**config.mk**
```make
export PLATFORM = sky130hd
export DESIGN_NAME = auto_uplink_power_loop_loop
export DESIGN_NICKNAME = d
export VERILOG_FILES = /design/src/rtl/unused_none.sv /design/src/rtl/auto_uplink_power_loop_pkg.sv /design/src/rtl/auto_uplink_power_loop_loop.sv
export SDC_FILE = /design/constraint.sdc
export NUM_CORES = 1
export LEC_CHECK = 0
export ABC_CLOCK_PERIOD_IN_PS = 11000
export BUFFER_PORTS_ARGS = -buffer_cell sky130_fd_sc_hd__buf_2
export CORE_MARGIN = 1
export CORE_UTILIZATION = 45
export DETAILED_ROUTE_END_ITERATION = 8
export HOLD_SLACK_MARGIN = 0.02
export MAX_ROUTING_LAYER = met4
export PLACE_DENSITY = 0.62
export REMOVE_ABC_BUFFERS = 1
export SETUP_SLACK_MARGIN = 0.15
export SLEW_MARGIN = 30
export SYNTH_ARGS = -nofsm -noshare
export SYNTH_HDL_FRONTEND = slang
export SYNTH_SLANG_ARGS = --single-unit
```
**constraint.sdc**
```tcl
create_clock -name MCLK -period 11 [get_ports MCLK]
set_input_delay 1.65 -clock MCLK [delete_from_list [all_inputs] [get_ports MCLK]]
set_output_delay 1.65 -clock MCLK [all_outputs]
set_load 0.02 [all_outputs]
```
**src/rtl/unused_none.sv**
```systemverilog
`timescale 1ns/1ps
`default_nettype none
`default_nettype wire
```
**src/rtl/auto_uplink_power_loop_pkg.sv**
```systemverilog
// Behaviour
// - loop runs only with supported framing active
// - below target raises transmit power offset
// - target 0.0 to 14.9 dB, reset 3.0
// - above target lowers power, never below nominal
// - max range 0 to 9 dB, default 1
// - at limit: no action or transmit alarm
// - remote unlock: go nominal or full range
// - local unlock returns output to nominal
// - at most one correction every 4 seconds
// - first correction is 80 percent of step
// - fine 0.1 dB steps once error below 0.5
// - remote readout 0.2 dB steps, clamp 16.0
// - readout valid with framing, loop disabled too
// - power increase reads 0.0 when loop disabled
// - packet mode needs no framing, no upper target (code still ignores targets above 14.9 dB in packet mode)
// - packet mode readout at 0.1 dB resolution
package auto_uplink_power_loop_pkg;
  localparam logic [7:0] ADDR_CTRL    = 8'h00;
  localparam logic [7:0] ADDR_TARGET  = 8'h04;
  localparam logic [7:0] ADDR_RANGE   = 8'h08;
  localparam logic [7:0] ADDR_STATUS  = 8'h0C;
  localparam logic [7:0] ADDR_REMOTE  = 8'h10;
  localparam logic [7:0] ADDR_OFFSET  = 8'h14;
  localparam int CTRL_EN_BIT     = 0;
  localparam int CTRL_ALARM_BIT  = 1;
  localparam int CTRL_UNLOCK_BIT = 2;
  localparam logic [2:0] CTRL_RESET     = 3'h0;
  localparam logic [7:0] TARGET_RESET   = 8'h1E;
  localparam logic [7:0] TARGET_MAX     = 8'h95;
  localparam logic [3:0] RANGE_RESET    = 4'h1;
  localparam logic [3:0] RANGE_MAX      = 4'h9;
  localparam logic [7:0] ENO_CLAMP      = 8'hA0;
  localparam logic [7:0] FINE_BAND      = 8'h05;
  localparam longint CLK_HZ            = 50000000;
  localparam longint CORR_INTERVAL_S   = 4;
  localparam longint CORR_CYCLES       = CLK_HZ * CORR_INTERVAL_S;
  localparam logic [1:0] RESP_OKAY   = 2'h0;
  localparam logic [1:0] RESP_SLVERR = 2'h2;
endpackage

```
**src/rtl/auto_uplink_power_loop_loop.sv**
```systemverilog
`timescale 1ns/1ps
`default_nettype none
module auto_uplink_power_loop_loop #(
  parameter int CORR_CYCLES = 32'(auto_uplink_power_loop_pkg::CORR_CYCLES)
) (
  input  wire logic        MCLK,
  input  wire logic        SRST,
  input  wire logic [7:0]  AWADDR,
  input  wire logic        AWVALID,
  output logic             AWREADY,
  input  wire logic [31:0] WDATA,
  input  wire logic [3:0]  WSTRB,
  input  wire logic        WVALID,
  output logic             WREADY,
  output logic [1:0]       BRESP,
  output logic             BVALID,
  input  wire logic        BREADY,
  input  wire logic [7:0]  ARADDR,
  input  wire logic        ARVALID,
  output logic             ARREADY,
  output logic [31:0]      RDATA,
  output logic [1:0]       RRESP,
  output logic             RVALID,
  input  wire logic        RREADY,
  input  wire logic        FRAMING_ACTIVE,
  input  wire logic        PACKET_MODE,
  input  wire logic        REMOTE_VALID,
  input  wire logic [7:0]  REMOTE_ENO,
  input  wire logic        REMOTE_LOCK,
  input  wire logic        LOCAL_LOCK,
  output logic [6:0]       TX_OFFSET,
  output logic             TX_ALARM
);
  // remote link side status comes from other logic on MCLK, no sync
  logic [2:0]  ctrl_reg;
  logic [7:0]  target_reg;
  logic [3:0]  range_reg;
  logic [6:0]  offset_reg;
  logic [7:0]  remote_reg;
  logic        rvalid_seen_reg;
  logic [31:0] tick_reg;
  logic        fine_reg;
  logic        aw_got_reg, w_got_reg;
  logic [7:0]  awaddr_reg;
  logic [31:0] wdata_reg;
  logic [3:0]  wstrb_reg;
  logic        loop_on, tick, wr_fire;
  logic [6:0]  range_units, offset_next;
  logic [8:0]  err;
  logic [31:0] rd_word;
  logic        rd_ok;

  // loop allowed when framing up, or in packet mode without framing
  assign loop_on = ctrl_reg[auto_uplink_power_loop_pkg::CTRL_EN_BIT]
                   && (FRAMING_ACTIVE || PACKET_MODE);
  assign range_units = 7'(range_reg) * 7'd10;

  // write channel: address and data taken in either order
  assign AWREADY = !aw_got_reg && !BVALID;
  assign WREADY  = !w_got_reg && !BVALID;
  assign wr_fire = aw_got_reg && w_got_reg && !BVALID;
  always_ff @(posedge MCLK) begin
    if (SRST) begin
      aw_got_reg <= 1'b0;
      w_got_reg  <= 1'b0;
      awaddr_reg <= 8'h00;
      wdata_reg  <= 32'h0000_0000;
      wstrb_reg  <= 4'h0;
      BVALID     <= 1'b0;
      BRESP      <= auto_uplink_power_loop_pkg::RESP_OKAY;
    end else begin
      if (AWVALID && AWREADY) begin
        aw_got_reg <= 1'b1;
        awaddr_reg <= AWADDR;
      end
      if (WVALID && WREADY) begin
        w_got_reg <= 1'b1;
        wdata_reg <= WDATA;
        wstrb_reg <= WSTRB;
      end
      if (wr_fire) begin
        aw_got_reg <= 1'b0;
        w_got_reg  <= 1'b0;
        BVALID     <= 1'b1;
        BRESP      <= (awaddr_reg == auto_uplink_power_loop_pkg::ADDR_CTRL
                       || awaddr_reg == auto_uplink_power_loop_pkg::ADDR_TARGET
                       || awaddr_reg == auto_uplink_power_loop_pkg::ADDR_RANGE)
                      ? auto_uplink_power_loop_pkg::RESP_OKAY : auto_uplink_power_loop_pkg::RESP_SLVERR;
      end else if (BVALID && BREADY) begin
        BVALID <= 1'b0;
      end
    end
  end

  // config registers; out-of-range values are ignored, not clipped
  always_ff @(posedge MCLK) begin
    if (SRST) begin
      ctrl_reg   <= auto_uplink_power_loop_pkg::CTRL_RESET;
      target_reg <= auto_uplink_power_loop_pkg::TARGET_RESET;
      range_reg  <= auto_uplink_power_loop_pkg::RANGE_RESET;
    end else if (wr_fire && wstrb_reg[0]) begin
      unique case (awaddr_reg)
        auto_uplink_power_loop_pkg::ADDR_CTRL:   ctrl_reg <= wdata_reg[2:0];
        auto_uplink_power_loop_pkg::ADDR_TARGET:
          if (wdata_reg[7:0] <= auto_uplink_power_loop_pkg::TARGET_MAX)
            target_reg <= wdata_reg[7:0];
        auto_uplink_power_loop_pkg::ADDR_RANGE:
          if (wdata_reg[3:0] <= auto_uplink_power_loop_pkg::RANGE_MAX
              && wdata_reg[7:4] == 4'h0)
            range_reg <= wdata_reg[3:0];
        default: ;
      endcase
    end
  end

  // remote readout latched when a value arrives with framing or packet mode, loop on or off
  always_ff @(posedge MCLK) begin
    if (SRST) begin
      remote_reg      <= 8'h00;
      rvalid_seen_reg <= 1'b0;
    end else if (REMOTE_VALID && (FRAMING_ACTIVE || PACKET_MODE)) begin
      remote_reg      <= REMOTE_ENO;
      rvalid_seen_reg <= 1'b1;
    end
  end

  // correction pacing; counter freerun keeps interval even after off
  assign tick = (tick_reg == 32'(CORR_CYCLES - 1));
  always_ff @(posedge MCLK) begin
    if (SRST || tick)
      tick_reg <= 32'h0000_0000;
    else
      tick_reg <= tick_reg + 32'h0000_0001;
  end

  // error in 0.1 dB units, positive means remote too weak
  assign err = {1'b0, target_reg} - {1'b0, remote_reg};

  // next offset: coarse 80 percent, fine 0.1 dB within band
  always_comb begin
    logic [8:0] mag;
    logic [8:0] step;
    mag  = err[8] ? (9'd0 - err) : err;
    step = 9'd1;
    offset_next = offset_reg;
    // widened product: 9 bits would wrap for errors above 12.7 dB
    if (!fine_reg && mag >= 9'(auto_uplink_power_loop_pkg::FINE_BAND))
      step = 9'((11'(mag) * 11'd4 + 11'd2) / 11'd5);
    else
      step = (mag == 9'd0) ? 9'd0 : 9'd1;
    if (!err[8]) begin
      // raise, saturate at range
      if (9'(offset_reg) + step >= 9'(range_units))
        offset_next = range_units;
      else
        offset_next = 7'(9'(offset_reg) + step);
    end else begin
      // lower, saturate at nominal
      if (step >= 9'(offset_reg))
        offset_next = 7'h00;
      else
        offset_next = 7'(9'(offset_reg) - step);
    end
  end

  // offset state and fallbacks
  always_ff @(posedge MCLK) begin
    if (SRST) begin
      offset_reg <= 7'h00;
      fine_reg   <= 1'b0;
    end else if (!loop_on || !LOCAL_LOCK) begin
      offset_reg <= 7'h00;
      fine_reg   <= 1'b0;
    end else if (!REMOTE_LOCK) begin
      offset_reg <= ctrl_reg[auto_uplink_power_loop_pkg::CTRL_UNLOCK_BIT]
                    ? range_units : 7'h00;
      fine_reg   <= 1'b0;
    end else if (offset_reg > range_units) begin
      offset_reg <= range_units;
    end else if (tick && rvalid_seen_reg) begin
      offset_reg <= offset_next;
      // once inside the band, stay fine to avoid hunting
      if ((err[8] ? (9'd0 - err) : err) < 9'(auto_uplink_power_loop_pkg::FINE_BAND))
        fine_reg <= 1'b1;
    end
  end

  assign TX_OFFSET = offset_reg;

  // alarm only when chosen and loop sits at its limit
  always_ff @(posedge MCLK) begin
    if (SRST)
      TX_ALARM <= 1'b0;
    else
      TX_ALARM <= ctrl_reg[auto_uplink_power_loop_pkg::CTRL_ALARM_BIT] && loop_on
                  && offset_reg == range_units && REMOTE_LOCK
                  && err != 9'd0 && !err[8];
  end

  // readback; remote shown at 0.2 dB framed, 0.1 dB in packet mode
  always_comb begin
    logic [7:0] shown;
    shown = (remote_reg >= auto_uplink_power_loop_pkg::ENO_CLAMP)
            ? auto_uplink_power_loop_pkg::ENO_CLAMP : remote_reg;
    if (!PACKET_MODE)
      shown = {shown[7:1], 1'b0};
    rd_ok   = 1'b1;
    rd_word = 32'h0000_0000;
    unique case (ARADDR)
      auto_uplink_power_loop_pkg::ADDR_CTRL:   rd_word = {29'h0, ctrl_reg};
      auto_uplink_power_loop_pkg::ADDR_TARGET: rd_word = {24'h0, target_reg};
      auto_uplink_power_loop_pkg::ADDR_RANGE:  rd_word = {28'h0, range_reg};
      auto_uplink_power_loop_pkg::ADDR_STATUS: rd_word = {28'h0, TX_ALARM, fine_reg,
                                        rvalid_seen_reg, loop_on};
      auto_uplink_power_loop_pkg::ADDR_REMOTE: rd_word = {24'h0, shown};
      auto_uplink_power_loop_pkg::ADDR_OFFSET: rd_word = {25'h0, offset_reg};
      default:               rd_ok   = 1'b0;
    endcase
  end

  // read channel: one outstanding read
  assign ARREADY = !RVALID;
  always_ff @(posedge MCLK) begin
    if (SRST) begin
      RVALID <= 1'b0;
      RDATA  <= 32'h0000_0000;
      RRESP  <= auto_uplink_power_loop_pkg::RESP_OKAY;
    end else if (ARVALID && ARREADY) begin
      RVALID <= 1'b1;
      RDATA  <= rd_word;
      RRESP  <= rd_ok ? auto_uplink_power_loop_pkg::RESP_OKAY : auto_uplink_power_loop_pkg::RESP_SLVERR;
    end else if (RVALID && RREADY) begin
      RVALID <= 1'b0;
    end
  end

  property p_local_unlock;
    @(posedge MCLK) disable iff (SRST)
      !LOCAL_LOCK |=> offset_reg == 7'h00;
  endproperty
  a_local_unlock: assert property (p_local_unlock)
    else $error("offset not nominal after local unlock");
  property p_range;
    @(posedge MCLK) disable iff (SRST)
      $stable(range_reg) |-> offset_reg <= range_units;
  endproperty
  a_range: assert property (p_range)
    else $error("offset above range");
  property p_off_zero;
    @(posedge MCLK) disable iff (SRST)
      !loop_on |=> offset_reg == 7'h00;
  endproperty
  a_off_zero: assert property (p_off_zero)
    else $error("offset nonzero with loop off");
  property p_pace;
    @(posedge MCLK) disable iff (SRST)
      (loop_on && LOCAL_LOCK && REMOTE_LOCK && !tick
       && offset_reg <= range_units && $stable(range_reg))
      |=> $stable(offset_reg);
  endproperty
  a_pace: assert property (p_pace)
    else $error("offset changed between ticks");
  property p_target_max;
    @(posedge MCLK) disable iff (SRST) target_reg <= auto_uplink_power_loop_pkg::TARGET_MAX;
  endproperty
  a_target_max: assert property (p_target_max)
    else $error("target out of range");
  property p_remote_unlock;
    @(posedge MCLK) disable iff (SRST)
      (loop_on && LOCAL_LOCK && !REMOTE_LOCK
       && !ctrl_reg[auto_uplink_power_loop_pkg::CTRL_UNLOCK_BIT]) |=> offset_reg == 7'h00;
  endproperty
  a_remote_unlock: assert property (p_remote_unlock)
    else $error("offset not nominal after remote unlock");
  property p_alarm;
    @(posedge MCLK) disable iff (SRST)
      !ctrl_reg[auto_uplink_power_loop_pkg::CTRL_ALARM_BIT] |=> !TX_ALARM;
  endproperty
  a_alarm: assert property (p_alarm)
    else $error("alarm raised while disabled");
  property p_raise;
    @(posedge MCLK) disable iff (SRST)
      (tick && loop_on && LOCAL_LOCK && REMOTE_LOCK && rvalid_seen_reg
       && !err[8] && err != 9'd0 && offset_reg < range_units)
      |=> offset_reg > $past(offset_reg);
  endproperty
  a_raise: assert property (p_raise)
    else $error("offset not raised when remote below target");
  c_raise:  cover property (@(posedge MCLK) tick && !err[8] && loop_on);
  c_limit:  cover property (@(posedge MCLK) TX_ALARM);
  c_fine:   cover property (@(posedge MCLK) fine_reg);
  c_unlock: cover property (@(posedge MCLK) loop_on && !REMOTE_LOCK);
endmodule
`default_nettype wire

```
### Word level (Yosys, flattened, before mapping)

Cells that the tools add are included.

* add/sub/neg operators: 6
* $mul: 1
* divide/modulo/power cells: 1
* order comparisons: 8
* equality and inequality tests: 10
* mux-type cells: 20
* bitwise gates (word level): 2
* reductions and logical operators: 48

Operators with widths (count)
* $mux W7: 7
* $pmux W8 S6: 1
* $add A32 B1 Y32 const B: 1
* $eq A32 B28 Y1 const B: 1
* $eq A8 B4 Y1 const B: 3
* $logic_and A1 B1 Y1: 20
* $ge A9 B7 Y1: 2
* $mux W9: 2
* $eq A8 B3 Y1 const B: 2
* $eq A8 B5 Y1 const B: 2
* $logic_not A8 Y1: 2
* $add A11 B2 Y11 const B: 1
* $div A11 B3 Y11 const B: 1
* $add A7 B9 Y9: 1
* $ge A9 B3 Y1 const B: 1
* $logic_not A9 Y1: 1
* $lt A9 B3 Y1 const B: 1
* $reduce_and A3 Y1: 3
* $reduce_bool A9 Y1: 1
* $sub A1 B9 Y9 const A: 1
* $sub A8 B8 Y9: 1
* $ge A8 B8 Y1 const B: 1
* $le A8 B8 Y1 const B: 1
* $logic_not A1 Y1: 8
* other kinds (17): 31

* bits in registers: 122
* input bits: 72
* output and inout port bits: 49
* word-level logic and storage cells: 115

### Longest topological paths before layout

Gate-level depths: netlist of run 1.

* depth in word-level cells: 13
* depth in mapped cells: 47
* mapped depth without buffers: 44

### Worst setup path after synthesis of run 1

OpenSTA, ideal clock, no wires.

* path type: reg2reg
* start: register target_reg[0]
* end: register offset_reg[3] (netlist: TX_OFFSET[3])
* library setup time: 0.125 ns
* arrival time: 7.944 ns
* data required time: 10.875 ns
* slack: 2.931 ns
* stages on the path, launching flop included: 44
* buffers on the path: 3
* clock period less this slack: 8.069 ns
* cells stage by stage: dfxtp_1 > inv_1 > ha_1 > inv_1 > fa_1 > a21o_1 > a211oi_2 > o221ai_2 > a211o_1 > and2_1 > buf_2 > nor3_1 > o31ai_2 > and3_1 > buf_4 > o21ai_0 > o21ai_0 > ha_1 > [8 not listed] > a31oi_1 > a211oi_1 > ha_1 > fa_1 > a21oi_1 > nor2_1 > nor2_1 > xor2_1 > ha_1 > nor2b_1 > o21ai_0 > nand2b_1 > a21oi_1 > o21ai_1 > a21oi_1 > o22ai_1 > a22oi_1 > a21oi_1

* word-level cells in the longest chain between the ends: 13
* elaborated cells between the ends (all ways): 20
* classes of those cells: add/sub (5); div (1); order compare (3); mux (9); reduce/logical (2)

RTL lines
* start: declaration: line auto_uplink_power_loop_loop.sv:36 `logic [7:0] target_reg;`
* start signal: assignment: line auto_uplink_power_loop_loop.sv:99 `target_reg <= auto_uplink_power_loop_pkg::TARGET_RESET;`
* start signal: assignment: line auto_uplink_power_loop_loop.sv:106 `target_reg <= wdata_reg[7:0];`
* $sub A8 B8 Y9 *: line auto_uplink_power_loop_loop.sv:137 `assign err = {1'b0, target_reg} - {1'b0, remote_reg};`
* $sub A1 B9 Y9: line auto_uplink_power_loop_loop.sv:143 `mag = err[8] ? (9'd0 - err) : err;`
* $mux W9: line auto_uplink_power_loop_loop.sv:143
* $add A11 B2 Y11, or another cell as far along: line auto_uplink_power_loop_loop.sv:148 `step = 9'((11'(mag) * 11'd4 + 11'd2) / 11'd5);`
* $div A11 B3 Y11, or another cell as far along: line auto_uplink_power_loop_loop.sv:148
* $mux W9: line auto_uplink_power_loop_loop.sv:147 `if (!fine_reg && mag >= 9'(auto_uplink_power_loop_pkg::FINE_BAND))`
* $add A7 B9 Y9: line auto_uplink_power_loop_loop.sv:156 `offset_next = 7'(9'(offset_reg) + step);`
* $ge A9 B7 Y1: line auto_uplink_power_loop_loop.sv:153 `if (9'(offset_reg) + step >= 9'(range_units))`
* $mux W7: line auto_uplink_power_loop_loop.sv:153
* $mux W7 *: line auto_uplink_power_loop_loop.sv:151 `if (!err[8]) begin`
* $mux W7 *: line auto_uplink_power_loop_loop.sv:180 `end else if (tick && rvalid_seen_reg) begin`
* $mux W7 *: line auto_uplink_power_loop_loop.sv:178 `end else if (offset_reg > range_units) begin`
* $mux W7 *: line auto_uplink_power_loop_loop.sv:174 `end else if (!REMOTE_LOCK) begin`
* end signal: assignment: line auto_uplink_power_loop_loop.sv:175 `offset_reg <= ctrl_reg[auto_uplink_power_loop_pkg::CTRL_UNLOCK_BIT]`
* end signal: assignment: line auto_uplink_power_loop_loop.sv:179 `offset_reg <= range_units;`
* end signal: assignment: line auto_uplink_power_loop_loop.sv:181 `offset_reg <= offset_next;`
* end: declaration: line auto_uplink_power_loop_loop.sv:38 `logic [6:0] offset_reg;`

Every way passes the cells marked *; elsewhere a longest branch is shown, timed or not. The select of a mux whose other input is x is not followed.
A chain may end at the register's enable or synchronous reset.

### Final worst setup path of run 1

* start: register target_reg[0]
* end: register offset_reg[4] (netlist: TX_OFFSET[4])

Same word-level chain as after synthesis.

==> summary.md, run 1 <==
| Metric | Value |
|---|---|
| Via density | 5.47 |
| CTS Sinks | 96 |
| TNS Setup | 0 ns |
| Post-synth cell types | 87 |
| Syn Area/Cell | 7.91 um2 |
| Placed insts | 1159 |
| Die outline width | 129 um |
| Cts hold-fix bufs | 0 |
| Status | finished clean |
| CP max stage delay | 0.68 ns |
| Most common cell after layout, fill and taps aside | nor2_1 |
| Max reg flops | 32 |
| Total CTS buffers | 9 |
| Critical Path Slowest Stage Cell | xor2_1 |
| Startpoint type of the worst setup path | flop |
| HPWL Detailed | 13100 um |
| Initial DRC count | 236 |
| Layout cells sized above 1 | 0.117 |
| DP Area | 7580 um2 |
| Rows | 45 |
| Area grow syn2layout | 9.11% |
| Count of pins over their slew limit | 0 |
| Pwr Density | 181 nW/um2 |
| Post_cts resized | 0 |
| Worst skew pair latency | 0.35 ns |
| IO Count | 121 |
| Synth Flop Type | dfxtp_1 |
| First-pass GRT wire length | 28600 um |
| Seq/Total Area, Yosys | 0.267 |
| Synth Warn # | 0 |
| H-tree levels | 3 |
| Cells after Synth | 911 |
| Most frequent cells in the layout | nor2_1, dfxtp_1, nand2_1, buf_2, a21oi_1 |
| Async S/R FF share, synth | 0 |
| Max VDD drop | 0.000142 V |
| CTS tree | yes |
| Post-route ant nets | 0 |
| Global Route Usage Sum | 0.220 |
| Filler Cell Count | 1543 |
| Vias in the first global route | 5904 |
| Antenna cells | 0 |
| Starting density of the core | 0.467 |
| Grt ovf | 0 |
| Die Area | 16500 um2 |
| Fin. Hold Viols | 0 |
| GP Congestion | 0.871 |
| Layout Nets | 1089 |
| I/O Buffers | 67 |
| Max-cap violations | 0 |
| Share of the cycle needed by the critical path after routing | 0.858 |
| Worst Setup Path Type | reg -> reg |
| Worst hold slack | 0.457 ns |
| Largest net degree at the start of global routing | 59 |
| Initial antenna violation count | 0 |
| Most common cell type on the critical path | a21oi_1 |
| RSZ-0062 raised after global routing | no |
| Root buf cell | clkbuf_16 |
| Number of synthesized flops with an enable pin | 0 |
| Max Root-Sink Buffers | 2 |
| Routed length per placed instance | 14.5 um |
| DR vias | 6423 |
| Actual slew at the worst max-slew pin | 0.806 ns |
| DRT Pass-1 Iters | 4 |
| Fin cells | 1175 |
| Area share of the largest cell type after synthesis | 0.267 |
| Finish-stage setup viols | 0 |
| Synth area leaders | dfxtp_1, ha_1, nor2_1, a21oi_1, nand2_1 |
| Die span in y | 129 um |
| Clk_skew | 0.0102 ns |
| Normalized max-slew margin | 0.461 |
| Final instance area | 7870 um2 |
| DRC viols | 0 |
| Core area | 15400 um2 |
| CP Data Arrival Time | 9.66 ns |
| Post-Syn Area | 7210 um2 |
| Clock transition at the registers of the reported paths | 0.07 ns |
| Kind of end point of the critical path | flop |
| Synthesis-stage register bit count | 96 |
| Detailed-route wire length | 17000 um |
| Postcts setup bufs | 0 |
| Synth area leader | dfxtp_1 |
| CP required | 11.22 ns |
| Leakage | 3.35 nW |
| Maximum fanout along the worst path | 11 |
| Min-Delay Path Class | reg -> reg |
| Max frequency | 0.106 GHz |
| Post-route minimum period | 9.44 ns |
## synth_stat cells (9+ instances only)
cell	number
a211o_1	10
a21o_1	15
a21oi_1	65
a22oi_1	9
and2_1	9
and3_1	17
buf_4	28
clkbuf_1	19
dfxtp_1	96
ha_1	54
inv_1	52
mux2i_1	27
nand2_1	77
nand3_1	25
nand4_1	12
nor2_1	122
nor2b_1	14
nor3_1	13
nor4_1	9
o211ai_1	10
o21ai_0	37
o21ai_1	9
xnor2_1	19
xor2_1	27
## cell families after synthesis
logic type                 share of synthesized area
DFF                                            0.267
buffers and inverters                         0.0765
muxes                                         0.0437
AOI/OAI and AO/OA                              0.228
adders and majority gates                      0.106
xor gates and xnor gates                      0.0581
other                                       0.000520
and+or+nand+nor                                0.220
## critical path, delay by kind of cell (launching register included)
family,cells,cell delay (ns)
compound gates,21,4.72
xor+xnor,1,0.68
fa+ha+maj,7,2.10
buf+inv,3,0.21
flops,1,0.34
mux,1,0.22
simple gates,8,1.06
## per-layer routing
layer,global-route usage,up-vias,part of all wire
met3,0.0308,13,0.038
met2,0.353,129,0.46
met1,0.292,2981,0.49
met5,-,-,0
met4,0.0526,0,0.011
li1,-,3300,-
## stage by stage
stage | total power (W) | util | setup WS (ns)
after floorplan | 0.000961 | - | 2.97
final | 0.00142 | 0.510 | 1.56
after global placement | 0.00112 | 0.491 | 1.68
after CTS | 0.00143 | 0.510 | 1.64
after detailed placement | 0.00113 | 0.491 | 1.70
after global routing | 0.00154 | 0.510 | 0.671
## worst paths after layout
path,start,end,slack [ns],depth (start not counted)
max,target_reg[0],TX_OFFSET[4],1.56,41
min,tick_reg[0],tick_reg[0],0.46,1
max reg2reg,target_reg[0],TX_OFFSET[4],1.56,41
min reg2reg,tick_reg[0],tick_reg[0],0.46,1
## where the power goes
part / internal (W) / leakage (nW) / total (W) / switching (W)
Clock: 0.000158 / 0.132 / 0.000301 / 0.000143
Combinational: 0.000301 / 2.44 / 0.000757 / 0.000456
Sequential: 0.000358 / 0.780 / 0.000366 / 0.00000867
Total: 0.000816 / 3.35 / 0.00142 / 0.000608
## cell type report
class / count / area, um2 / share of cell area
Tap cell: 211 / 264 / 0.0336
Clock inverter: 7 / 62.6 / 0.00795
Timing Repair Buffer: 70 / 358 / 0.0455
Multi-Input combinational cell: 730 / 4840 / 0.615
Sequential cell: 96 / 1920 / 0.244
Clock buffer: 9 / 225 / 0.0286
Inverter: 52 / 195 / 0.0248
Power figures use the tool's default switching activity.
==> run 2: changes to the inputs <==
--- a/config.mk
+++ b/config.mk
@@ -7,12 +7,14 @@
 export LEC_CHECK = 0
 export ABC_CLOCK_PERIOD_IN_PS = 11000
 export BUFFER_PORTS_ARGS = -buffer_cell sky130_fd_sc_hd__buf_2
+export CELL_PAD_IN_SITES_DETAIL_PLACEMENT = 1
+export CELL_PAD_IN_SITES_GLOBAL_PLACEMENT = 2
 export CORE_MARGIN = 1
-export CORE_UTILIZATION = 45
+export CORE_UTILIZATION = 33
+export CTS_CLUSTER_SIZE = 40
 export DETAILED_ROUTE_END_ITERATION = 8
 export HOLD_SLACK_MARGIN = 0.02
-export MAX_ROUTING_LAYER = met4
-export PLACE_DENSITY = 0.62
+export PLACE_DENSITY = 0.76
 export REMOVE_ABC_BUFFERS = 1
 export SETUP_SLACK_MARGIN = 0.15
 export SLEW_MARGIN = 30
==> summary.md, run 2 (synthesis results as in run 1) <==
| Metric | Value |
|---|---|
| Status | finished clean (unchanged) |
| Startpoint type of the worst setup path | flop (unchanged) |
| Max frequency | 0.104 GHz (was 0.106 GHz) |
| Met3 Use GR | 0.0229 (was 0.0308) |
| Worst skew pair latency | 0.35 ns (about the same) |
| Reg2reg setup slack | 1.42 ns (was 1.56 ns) |
| HP Start | awaddr_reg[7] (was tick_reg[0]) |
| Post-route minimum period | 9.58 ns (was 9.44 ns) |
| Initial DRC count | 277 (was 236) |
| GP Congestion | 0.803 (was 0.871) |
| Routed length per placed instance | 16.2 um (was 14.5 um) |
| Global Route Usage Sum | 0.186 (was 0.220) |
| DRT Pass-1 Iters | 4 (unchanged) |
| Hold depth | 2 (was 1) |
| I/O Buffers | 67 (unchanged) |
| Leakage | 3.37 nW (was 3.35 nW) |
| Normalized max-slew margin | 0.461 (about the same) |
| Cts hold-fix bufs | 0 (unchanged) |
| RSZ-0062 raised after global routing | no (unchanged) |
| First-pass GRT wire length | 33200 um (was 28600 um) |
| Min-Delay Path Class | reg -> reg (unchanged) |
| HPWL Detailed | 15700 um (was 13100 um) |
| Busiest grt layer | met2 (unchanged) |
| Max Root-Sink Buffers | 2 (unchanged) |
| Layout Nets | 1090 (was 1089) |
| Final instance area | 7970 um2 (was 7870 um2) |
| Die Area | 22400 um2 (was 16500 um2) |
| Worst R2R Start | target_reg[0] (unchanged) |
| Largest net degree at the start of global routing | 59 (unchanged) |
| Post-route ant nets | 0 (unchanged) |
| Most frequent cells in the layout | nor2_1, dfxtp_1, nand2_1, buf_2, a21oi_1 (unchanged) |
| Postcts setup bufs | 0 (unchanged) |
| CP Data Arrival Time | 9.80 ns (was 9.66 ns) |
| DP Area | 7670 um2 (was 7580 um2) |
| Reg2reg path depth | 43 (was 41) |
| Area grow syn2layout | 10.6% (was 9.11%) |
| Total CTS buffers | 9 (unchanged) |
| Hold worst-path end | awaddr_reg[7] (was tick_reg[0]) |
| GRT met2 Usage | 0.312 (was 0.353) |
| TNS Setup | 0 ns (unchanged) |
| Grt ovf | 0 (unchanged) |
| Max-cap violations | 0 (unchanged) |
| Max reg flops | 32 (unchanged) |
| H-tree levels | 3 (unchanged) |
| DRC viols | 0 (unchanged) |
| Reg2reg end | TX_OFFSET[3] (was TX_OFFSET[4]) |
| Worst Setup Path Type | reg -> reg (unchanged) |
| Die span in y | 150 um (was 129 um) |
| Core area | 21200 um2 (was 15400 um2) |
| Post_cts resized | 0 (unchanged) |
| CP required | 11.22 ns (about the same) |
| Count of pins over their slew limit | 0 (unchanged) |
| CTS tree | yes (unchanged) |
| Pwr Density | 184 nW/um2 (was 181 nW/um2) |
| Root buf cell | clkbuf_16 (unchanged) |
| IO Count | 121 (unchanged) |
| Filler Cell Count | 2640 (was 1543) |
| Detailed-route wire length | 20100 um (was 17000 um) |
| Clk_skew | 0.00569 ns (was 0.0102 ns) |
| Post-Route Utilization | 0.376 (was 0.510) |
| Die outline width | 150 um (was 129 um) |
| Maximum fanout along the worst path | 12 (was 11) |
| Met1 usage | 0.250 (was 0.292) |
| CP top delay family | compound AO/OA/AOI/OAI gates (unchanged) |
| Max VDD drop | 0.0000780 V (was 0.000142 V) |
| CTS Sinks | 96 (unchanged) |
| Critical Path Slowest Stage Cell | a211oi_1 (was xor2_1) |
| Starting density of the core | 0.340 (was 0.467) |
| Fin. Hold Viols | 0 (unchanged) |
| Via density | 5.23 (was 5.47) |
| Buf+Inv Stages, Crit Path | 5 (was 3) |
| Initial antenna violation count | 0 (unchanged) |
| Most common cell after layout, fill and taps aside | nor2_1 (unchanged) |
| CP max stage delay | 0.52 ns (was 0.68 ns) |
| Layout cells sized above 1 | 0.117 (unchanged) |
| Clock transition at the registers of the reported paths | 0.07 ns (about the same) |
| DR vias | 6475 (was 6423) |
| Rows | 53 (was 45) |
| Kind of end point of the critical path | flop (unchanged) |
| Vias in the first global route | 6435 (was 5904) |
| Share of the cycle needed by the critical path after routing | 0.871 (was 0.858) |
| Actual slew at the worst max-slew pin | 0.803 ns (was 0.806 ns) |
| Antenna cells | 0 (unchanged) |
| Finish-stage setup viols | 0 (unchanged) |
## run 2: cell types whose count changed in the layout (fill, tap and decap cells not counted)
cell,previous run,this run
inv_8,2,0
clkinv_4,1,2
bufinv_16,0,1
inv_6,1,2
clkinvlp_4,3,0
clkbuf_8,0,1
buf_4,3,4
## run 2: worst min-delay path, stage by stage, from the launching register on
cell     delay [ns]
dfxtp_1        0.31
nand2_1        0.05
a21oi_1        0.05
## run 2: worst max path at each step
stage	from	end	slack (ns)	cells after the start
global placement	target_reg[0]	TX_OFFSET[3]	1.54	43
finish	target_reg[0]	TX_OFFSET[3]	1.42	43
global route	target_reg[0]	TX_OFFSET[3]	0.21	43
detailed placement	target_reg[0]	TX_OFFSET[3]	1.51	43
floorplan	target_reg[0]	TX_OFFSET[3]	2.97	39
CTS	target_reg[0]	TX_OFFSET[3]	1.40	43
## run 2: cell type report
class	instances	area (um2)	share of cell area
Clock buffer	10	239	0.0300
Inverter	52	195	0.0245
Tap cell	275	344	0.0432
Clock inverter	5	65.1	0.00816
Sequential cell	96	1920	0.241
Timing Repair Buffer	71	365	0.0458
Multi-Input combinational cell	730	4840	0.607
## run 2: stage by stage
stage	instances	hold WS [ns]	power (W)	setup slack, ns
2_1_floorplan	878	0.426	0.000961	2.97
3_3_place_gp	1224	0.442	0.00115	1.54
3_5_place_dp	1224	0.450	0.00115	1.51
4_1_cts	1239	0.462	0.00149	1.40
5_1_grt	1239	0.474	0.00159	0.207
6_report	1239	0.457	0.00147	1.42
## run 2: where the power goes
group          switching [W]  leakage (nW)  total, W  internal (W)
registers         0.00000894         0.780  0.000367      0.000358
clock network       0.000141         0.150  0.000325      0.000184
logic               0.000473          2.44  0.000776      0.000303
total               0.000623          3.37   0.00147      0.000844
## run 2: layer usage
metal / part of all wire / wire length [um]
met1: 0.49 / 9780
met2: 0.47 / 9490
met3: 0.027 / 542
met4: 0.012 / 233
met5: 0 / 0
